[config.mk]
export PLATFORM = sky130hd
export DESIGN_NAME = mfe_top
export DESIGN_NICKNAME = d
export VERILOG_FILES = /design/src/shared/mfe_pkg.sv /design/src/shared/mfe_axis_if.sv /design/src/hdl/mfe_top.sv /design/src/hdl/mfe_remap.sv /design/src/hdl/mfe_engine.sv
export SDC_FILE = /design/constraint.sdc
export NUM_CORES = 2
export LEC_CHECK = 0
export ABC_CLOCK_PERIOD_IN_PS = 40000
export BUFFER_PORTS_ARGS = -buffer_cell sky130_fd_sc_hd__buf_2
export CORE_UTILIZATION = 45
export DETAILED_ROUTE_END_ITERATION = 8
export PLACE_DENSITY = 0.61
export SLEW_MARGIN = 15
export SYNTH_ARGS = -nofsm -noshare
export SYNTH_HDL_FRONTEND = slang
export SYNTH_HIERARCHICAL = 1
export SYNTH_SLANG_ARGS = --single-unit
[constraint.sdc]
create_clock -name core_clk_in -period 40 [get_ports core_clk_in]
set_input_delay 6 -clock core_clk_in [delete_from_list [all_inputs] [get_ports core_clk_in]]
set_output_delay 6 -clock core_clk_in [all_outputs]
set_load 0.02 [all_outputs]
[src/shared/mfe_pkg.sv]
// Package of constants and types for the motion feature engine step counter
// Summary of operation
// Host changes settings by reading, editing and rewriting the whole config block.
// Burst bytes map in order onto configuration bytes 0x00 to 0x3F.
// Host initialises the device before any configuration access.
// Each feature output has its own status flag, including fatal error.
// Fatal error stops the engine and raises its flag; host reinitialises.
// Engine takes acceleration samples at a fixed 50 Hz.
// Continuous sampling: features work at any output rate and bandwidth.
// Low power: host sets at least 50 Hz, 200 Hz with tap.
// Low-power rate violation sets the matching engine health flag.
// Each feature axis picks a physical axis with an optional sign inversion.
// Remap applies only to engine input; raw sample output stays unmapped.
// Counter and detector run together; one event source drives the step flag.
// 32-bit step count exposed as four bytes, enabled by counting enable.
// Count clear zeroes the count, self-clears, counting resumes.
// Threshold scaled by 20; flag set each time count advances by that.
// Threshold event may fire up to ten steps after crossing.
// Per-step enable sets the step flag for every detected step.
// 25 tuning coefficients reset to wrist preset; host may load phone preset.
// Host disables step functions before writing coefficients, then re-enables.
// New coefficients take effect only after step functions are re-enabled.
// Threshold zero selects per-step event; range up to 20460 in steps of 20.
// Count clear is honoured only while counting is enabled.
// Activity recognition runs only with both activity and counting enabled.
// Step count wraps to zero past its 32-bit maximum.
package mfe_pkg;
	localparam int CFG_BYTES = 64;
	localparam logic [5:0] CFG_LAST = 6'h3f;
	localparam int CLK_HZ = 10000000;
	localparam int FEAT_RATE_HZ = 50;
	localparam int FEAT_TICK_CYCLES = CLK_HZ / FEAT_RATE_HZ;
	localparam int MIN_ODR_HZ = 50;
	localparam int MIN_ODR_TAP_HZ = 200;
	localparam int STEP_SCALE = 20;
	localparam int STEP_BUF_MAX = 10;
	localparam int NUM_COEF = 25;
	// Wrist preset, two's complement 16 bit
	localparam logic [15:0] WRIST_COEF [NUM_COEF] = '{
		16'h012d, 16'h7bd4, 16'h013b, 16'h7adb, 16'h0004, 16'h7b3f, 16'h6ccd,
		16'h04c3, 16'h0985, 16'h04c3, 16'he6ec, 16'h460c, 16'h0001, 16'h0027,
		16'h0019, 16'h0096, 16'h00a0, 16'h0001, 16'h000c, 16'h3cf0, 16'h0100,
		16'h0001, 16'h0003, 16'h0001, 16'h000e};
	localparam logic [7:0] STATUS_RESET = 8'h00;
	localparam logic [31:0] COUNT_RESET = 32'h00000000;
	typedef enum logic [1:0] {
		MFE_IDLE = 2'b00,
		MFE_RUN = 2'b01,
		MFE_HALT = 2'b10
	} mfe_state_t;
endpackage

[src/shared/mfe_axis_if.sv]
// Interface carrying raw and remapped samples between engine modules
`timescale 1ns/1ns
`default_nettype none
interface mfe_axis_if;
	logic [47:0] raw;
	logic [47:0] mapped;
	logic [8:0] remap_cfg; // Selects in [5:0], sign bits in [8:6]
	modport src (output raw, output remap_cfg, input mapped);
	modport map (input raw, input remap_cfg, output mapped);
endinterface
`default_nettype wire

[src/hdl/mfe_top.sv]
// Motion feature engine top: config block, status flags, step logic
`timescale 1ns/1ns
`default_nettype none
module mfe_top #(
	parameter int TICK_CYCLES = mfe_pkg::FEAT_TICK_CYCLES
) (
	input wire logic core_clk_in,
	input wire logic reset_n_in,
	// Config block burst port
	input wire logic cfg_start_in,
	input wire logic cfg_wr_in,
	input wire logic cfg_rd_in,
	input wire logic [7:0] cfg_wdata_in,
	output logic [7:0] cfg_rdata_out,
	// Control bits
	input wire logic cont_mode_in,
	input wire logic [11:0] odr_hz_in,
	input wire logic count_en_in,
	input wire logic detect_en_in,
	input wire logic activity_en_in,
	input wire logic tap_en_in,
	input wire logic [9:0] thresh_in,
	input wire logic clear_req_in,
	input wire logic [5:0] remap_in,
	input wire logic [2:0] remap_sign_in,
	input wire logic [4:0] coef_sel_in,
	input wire logic coef_wr_in,
	input wire logic [15:0] coef_in,
	input wire logic fatal_in,
	// Sample input and detected features
	input wire logic sample_valid_in,
	input wire logic [47:0] sample_in,
	input wire logic step_det_in,
	input wire logic act_change_in,
	input wire logic tilt_in,
	input wire logic tap_in,
	input wire logic motion_in,
	input wire logic status_clr_in,
	// Outputs
	output logic [7:0] int_status_out,
	output logic [7:0] health_out,
	output logic [31:0] step_count_out,
	output logic clear_pending_out,
	output logic activity_run_out,
	output logic feat_tick_out,
	output logic [47:0] feat_sample_out,
	output logic [47:0] raw_sample_out,
	output logic [15:0] coef_active_out
);
	typedef struct packed {
		mfe_pkg::mfe_state_t state;
		logic [5:0] cfg_ptr;
		logic [7:0] cfg_q;
		logic [7:0] status;
		logic [7:0] health;
		logic clear_pend;
		logic [31:0] tick_cnt;
		logic tick;
		logic [47:0] feat;
		logic [47:0] raw;
		logic en_q;
		logic [15:0] coef_q;
	} mfe_top_t;
	mfe_top_t st, next_st;
	logic [7:0] cfg_mem [mfe_pkg::CFG_BYTES];
	logic [15:0] coef_shadow [mfe_pkg::NUM_COEF];
	logic [15:0] coef_live [mfe_pkg::NUM_COEF];
	logic [31:0] count;
	logic hit;
	logic step_en;
	logic run;
	logic [47:0] mapped;

	mfe_axis_if ax ();
	assign ax.raw = sample_in;
	assign ax.remap_cfg = {remap_sign_in, remap_in};
	assign mapped = ax.mapped;

	mfe_remap u_remap (
		.ax(ax)
	);

	assign step_en = count_en_in | detect_en_in;
	assign run = (st.state == mfe_pkg::MFE_RUN);

	mfe_engine u_eng (
		.core_clk_in(core_clk_in),
		.reset_n_in(reset_n_in),
		.run_in(run && count_en_in),
		.step_in(step_det_in),
		.thresh_in(thresh_in),
		.clear_in(st.clear_pend && count_en_in),
		.count_out(count),
		.thresh_hit_out(hit)
	);

	////////////////////////////////////////////////////////////////////////
	// State update
	always_comb begin
		next_st = st;
		// Burst pointer walks configuration bytes in order
		if (cfg_start_in)
			next_st.cfg_ptr = 6'h00;
		else if (cfg_wr_in || cfg_rd_in)
			next_st.cfg_ptr = (st.cfg_ptr == mfe_pkg::CFG_LAST) ? 6'h00 : st.cfg_ptr + 6'h1;
		if (cfg_rd_in)
			next_st.cfg_q = cfg_mem[st.cfg_ptr];
		// Fixed-rate feature tick
		next_st.tick = 1'b0;
		if (st.tick_cnt >= 32'(TICK_CYCLES - 1)) begin
			next_st.tick_cnt = 32'h0;
			next_st.tick = run;
		end else begin
			next_st.tick_cnt = st.tick_cnt + 32'h1;
		end
		// Remapped samples feed the engine, raw copy kept apart
		if (sample_valid_in) begin
			next_st.feat = mapped;
			next_st.raw = sample_in;
		end
		// Engine state
		case (st.state)
			mfe_pkg::MFE_IDLE: next_st.state = mfe_pkg::MFE_RUN;
			mfe_pkg::MFE_RUN: if (fatal_in) next_st.state = mfe_pkg::MFE_HALT;
			mfe_pkg::MFE_HALT: next_st.state = mfe_pkg::MFE_HALT;
			default: next_st.state = mfe_pkg::MFE_IDLE;
		endcase
		// Self-clearing count clear
		if (st.clear_pend)
			next_st.clear_pend = 1'b0;
		if (clear_req_in && count_en_in)
			next_st.clear_pend = 1'b1;
		// Status flags, set wins over clear
		if (status_clr_in)
			next_st.status = mfe_pkg::STATUS_RESET;
		if (run) begin
			if ((thresh_in == 10'h0) ? (detect_en_in && step_det_in) : hit)
				next_st.status[0] = 1'b1;
			if (act_change_in && activity_en_in && count_en_in)
				next_st.status[1] = 1'b1;
			if (tilt_in)
				next_st.status[2] = 1'b1;
			if (tap_in)
				next_st.status[3] = 1'b1;
			if (motion_in)
				next_st.status[4] = 1'b1;
		end
		if (fatal_in || st.state == mfe_pkg::MFE_HALT)
			next_st.status[7] = 1'b1;
		// Low-power output rate checks
		next_st.health = 8'h00;
		if (!cont_mode_in) begin
			next_st.health[0] = (odr_hz_in < 12'(mfe_pkg::MIN_ODR_HZ));
			next_st.health[1] = tap_en_in && (odr_hz_in < 12'(mfe_pkg::MIN_ODR_TAP_HZ));
		end
		// Coefficients become live on re-enable
		next_st.en_q = step_en;
		next_st.coef_q = coef_live[coef_sel_in < 5'd25 ? coef_sel_in : 5'd0];
	end

	////////////////////////////////////////////////////////////////////////
	// Registers
	always_ff @(posedge core_clk_in) begin
		if (!reset_n_in)
			st <= '0;
		else
			st <= next_st;
	end

	// Config memory burst write
	always_ff @(posedge core_clk_in) begin
		if (cfg_wr_in)
			cfg_mem[st.cfg_ptr] <= cfg_wdata_in;
	end

	// Tuning coefficients: shadow written by host, live copied on enable edge
	always_ff @(posedge core_clk_in) begin
		for (int i = 0; i < mfe_pkg::NUM_COEF; i++) begin
			if (!reset_n_in) begin
				coef_shadow[i] <= mfe_pkg::WRIST_COEF[i];
				coef_live[i] <= mfe_pkg::WRIST_COEF[i];
			end else begin
				if (coef_wr_in && coef_sel_in == 5'(i))
					coef_shadow[i] <= coef_in;
				if (step_en && !st.en_q)
					coef_live[i] <= coef_shadow[i];
			end
		end
	end

	assign cfg_rdata_out = st.cfg_q;
	assign int_status_out = st.status;
	assign health_out = st.health;
	assign step_count_out = count;
	assign clear_pending_out = st.clear_pend;
	assign activity_run_out = activity_en_in && count_en_in && run;
	assign feat_tick_out = st.tick;
	assign feat_sample_out = st.feat;
	assign raw_sample_out = st.raw;
	assign coef_active_out = st.coef_q;
endmodule
`default_nettype wire

[src/hdl/mfe_remap.sv]
// Axis remapper for samples entering the feature engine
`timescale 1ns/1ns
`default_nettype none
module mfe_remap (
	mfe_axis_if.map ax
);
	// Pick one physical axis per feature axis, then negate if asked
	function automatic logic [15:0] pick(input logic [47:0] s, input logic [1:0] sel,
		input logic neg);
		logic [15:0] v;
		v = (sel == 2'h1) ? s[31:16] : (sel == 2'h2) ? s[47:32] : s[15:0];
		pick = neg ? 16'(-v) : v;
	endfunction

	genvar i;
	generate
		for (i = 0; i < 3; i++) begin : g_ax
			// Two select bits per axis, its sign bit above all the selects
			assign ax.mapped[16*i +: 16] = pick(ax.raw, ax.remap_cfg[2*i +: 2],
				ax.remap_cfg[6 + i]);
		end
	endgenerate
endmodule
`default_nettype wire

[src/hdl/mfe_engine.sv]
// Step counter core: count, threshold event, clear
`timescale 1ns/1ns
`default_nettype none
module mfe_engine (
	input wire logic core_clk_in,
	input wire logic reset_n_in,
	input wire logic run_in,
	input wire logic step_in,
	input wire logic [9:0] thresh_in,
	input wire logic clear_in,
	output logic [31:0] count_out,
	output logic thresh_hit_out
);
	typedef struct packed {
		logic [31:0] count;
		logic [31:0] next_mark;
		logic hit;
	} mfe_eng_t;
	mfe_eng_t st, next_st;
	logic [31:0] span;

	// Threshold scaled by the fixed factor
	assign span = 32'(thresh_in) * 32'(mfe_pkg::STEP_SCALE);

	// Count, wrap and threshold tracking
	always_comb begin
		next_st = st;
		next_st.hit = 1'b0;
		if (clear_in) begin
			next_st.count = mfe_pkg::COUNT_RESET;
			next_st.next_mark = span;
		end else if (run_in && step_in) begin
			next_st.count = st.count + 32'h1;
			if (span != 32'h0 && (st.count + 32'h1) >= st.next_mark) begin
				next_st.hit = 1'b1;
				next_st.next_mark = st.next_mark + span;
			end
		end
		if (span == 32'h0)
			next_st.next_mark = 32'h0;
		else if (st.next_mark == 32'h0)
			next_st.next_mark = next_st.count + span;
	end

	always_ff @(posedge core_clk_in) begin
		if (!reset_n_in)
			st <= '0;
		else
			st <= next_st;
	end

	assign count_out = st.count;
	assign thresh_hit_out = st.hit;
endmodule
`default_nettype wire

==> impl_metrics.ini <==
[pwr]
p_comb_frac = 0.104
power_leakage_nw = 27.88
power_frac_clock = 0.403
switching_share = 0.2526
power_density_nw_per_um2 = 48.21
p_seq_frac = 0.494
power.internal_w = 0.002814
p_sw_w = 0.0009512
ir_drop_v = 0.00004656
total_power_w = 0.003766

[synthesis]
ys_ff_latch = 1548
synthArstFlopShare = 0
yosysWarningCount = 6
synth-main-ff-cell = edfxtp_1
synth_edf_count = 1312
syn_inst = 5507
seq_area_frac_synth = 0.6226
ys_types = 104
avgSynthCellArea_um2 = 12.87
syn-cell-area_um2 = 70870

[clock_network]
clock_sinks = 1548
cts_buffers = 166
clockBufferDepth = 3
post_cts_buffers = 0
cts_tree = done
clk-insertion-delay-late_ns = 0.83
root_buffer = clkbuf_16
clkTransAtPathRegs_ns = 0.06
holdBufCountCts = 0
htreeDepth = 4
postCtsResizedCells = 0

[sta]
slew-limit-headroom = 0.2078
rsz0062_at_grt = no
fmax_mhz = 79.68
fin_tns_setup_ns = 0
holdWs_ns = 0.4677
hold_viol = 0
fin_worst_skew_ns = 0.06059
fin_crit_ns = 12.55
setup-violations-final = 0
slew_viol_final = 0
period_share = 0.3138
worstMarginPinSlew_ns = 1.184

[setup_path]
crit_type = input pin to primary output
r2r_start = u_eng/count_out[16]
start_kind = input pin
cp_common_cell = buf_2
crit_chain = buf_2 > and3_1 > buf_2
r2r.worst_path.cells = 15
cp-end-kind = primary output
regToRegEndpoint = u_eng/st[4]
crit_family = buffers and inverters
r2r_setup_slack_ns = 34.54
cpMaxStageDelayCell = and3_1
crit_path_max_fanout = 6
cp.required_ns = 34.00
cp.arrival_ns = 6.55
crit_buf_inv = 2
cp_slowest_stage_delay_ns = 0.19

[route]
wl_met2_mm = 86.37
antenna_left = 0
vias = 44100
first_pass_iters = 6
topRoutingLayerUsed = met4
drt-total-wl_mm = 185.6
wl_per_cell_um = 24.04
drt-met1-wl_mm = 79.96
via_per_inst = 5.711
drtIter0Drc = 4469
wl_met3_mm = 13.91
route.detailed.drc = 0

[global_route]
grt_pass1_vias = 42020
grt_max_degree = 181
grt_pass1_wl_mm = 272.2
grt_usage = 0.2281
antenna_found_initial = 9
grt_remaining_overflow = 0

[worst_hold_path]
hold_start = st[114]
min_path_type = register to register
holdPathStages = 1
whs_endpoint = st[114]

[floorplanning]
core_area_um2 = 156200
fp.dieW_um = 398.8
die_y_um = 398.8
rows = 145
io_pins = 299
initial_core_util = 0.4537
dieArea_um2 = 159100

[placement]
dpl.hpwl_mm = 113.3
dp_cells = 7419
placedInstanceArea_um2 = 72710
port_buffers = 289
gp_congestion = 0.8770

[finish]
drive_above_1_share = 0.1431
area_growth_pct = 10.21
mostFrequentLayoutCell = edfxtp_1
final_area_um2 = 78100
nets = 5746
final_cells = 7722
most-common-layout-cells = edfxtp_1, and2_1, nor2_1

[run]
cap_violations = 0

[run_status]
status = completed
-- Yosys cell counts (all sizes together) (41+ instances only) --
| library cell | instances | area (um2) |
|---|---|---|
| a21oi | 276 | 1385 |
| a22oi | 41 | 312.8 |
| and2 | 592 | 3704 |
| buf | 325 | 2230 |
| clkbuf | 218 | 819.5 |
| dfxtp | 236 | 4725 |
| edfxtp | 1312 | 39400 |
| ha | 86 | 1076 |
| inv | 72 | 270.3 |
| mux2 | 55 | 623.1 |
| mux2i | 369 | 3694 |
| mux4 | 67 | 1516 |
| nand2 | 172 | 660.6 |
| nand3 | 71 | 377.9 |
| nor2 | 437 | 1640 |
| nor3 | 56 | 285.3 |
| o21ai | 154 | 770.7 |
| o22ai | 41 | 256.5 |
| or3 | 245 | 1538 |
| xnor2 | 80 | 700.7 |
| xor2 | 76 | 665.6 |
-- power groups by stage --
stage / clock network, W / registers [W] / logic (W)
6_report: 0.00152 / 0.00186 / 0.000391
5_1_grt: 0.00160 / 0.00187 / 0.000422
4_1_cts: 0.00154 / 0.00186 / 0.000389
3_5_place_dp: 0 / 0.00189 / 0.000387
3_3_place_gp: 0 / 0.00189 / 0.000382
2_1_floorplan: 0 / 0.00191 / 0.000270
-- cell families (layout without fill, tap and decap cells) --
| family | after synthesis | count (layout) | share of synthesized area |
|---|---|---|---|
| and+or+nand+nor | 1756 | 1756 | 0.1342 |
| DFF | 1548 | 1548 | 0.6226 |
| AOI/OAI and AO/OA | 849 | 849 | 0.07860 |
| buffers and inverters | 617 | 751 | 0.04694 |
| muxes | 491 | 491 | 0.08231 |
| xor gates and xnor gates | 156 | 156 | 0.01928 |
| adders and majority gates | 89 | 89 | 0.01603 |
| other | 1 | 24 | 0.00005291 |
-- worst max path at each step --
stage | end | from | cells past startpoint | slack, ns
4_1_cts | activity_run_out | count_en_in | 3 | 27.43
3_3_place_gp | activity_run_out | count_en_in | 3 | 27.44
2_1_floorplan | coef_live[0][0] | count_en_in | 2 | 4.46
6_report | activity_run_out | count_en_in | 3 | 27.45
3_5_place_dp | activity_run_out | count_en_in | 3 | 27.43
5_1_grt | activity_run_out | count_en_in | 3 | 27.40
-- cell type report --
type / count / area [um2]
flip-flops and latches: 1548 / 44140
repair buffers: 376 / 2158
well taps: 2058 / 2575
clock buffers: 216 / 4467
inverters: 74 / 279.0
clock inverters: 85 / 915.9
fillers: 13360 / 78100
diodes: 2 / 5.005
multi-input cells: 3363 / 23570
-- through the flow --
stage	util	setup slack [ns]
after global routing	0.5000	27.40
after CTS	0.4999	27.43
after floorplan	-	4.455
final	0.5000	27.45
after detailed placement	0.4655	27.43
after global placement	0.4655	27.44
-- sequential cells by signal (all words and copies together) (netlist names) --
signal / cells
cfg_mem: 512
cfg_rdata_out: 8
clear_pending_out: 1
coef_active_out: 16
coef_live: 400
coef_shadow: 400
feat_sample_out: 48
feat_tick_out: 1
health_out: 2
int_status_out: 6
raw_sample_out: 48
st: 41
u_eng/count_out: 32
u_eng/st: 32
u_eng/thresh_hit_out: 1
-- per-layer routing --
layer,GRT usage,up-vias
li1,-,20230
met1,0.3178,21900
met2,0.3629,1668
met3,0.03755,299
met4,0.07478,0
met5,0,-
No activity file was read; power rests on OpenSTA's default activity.
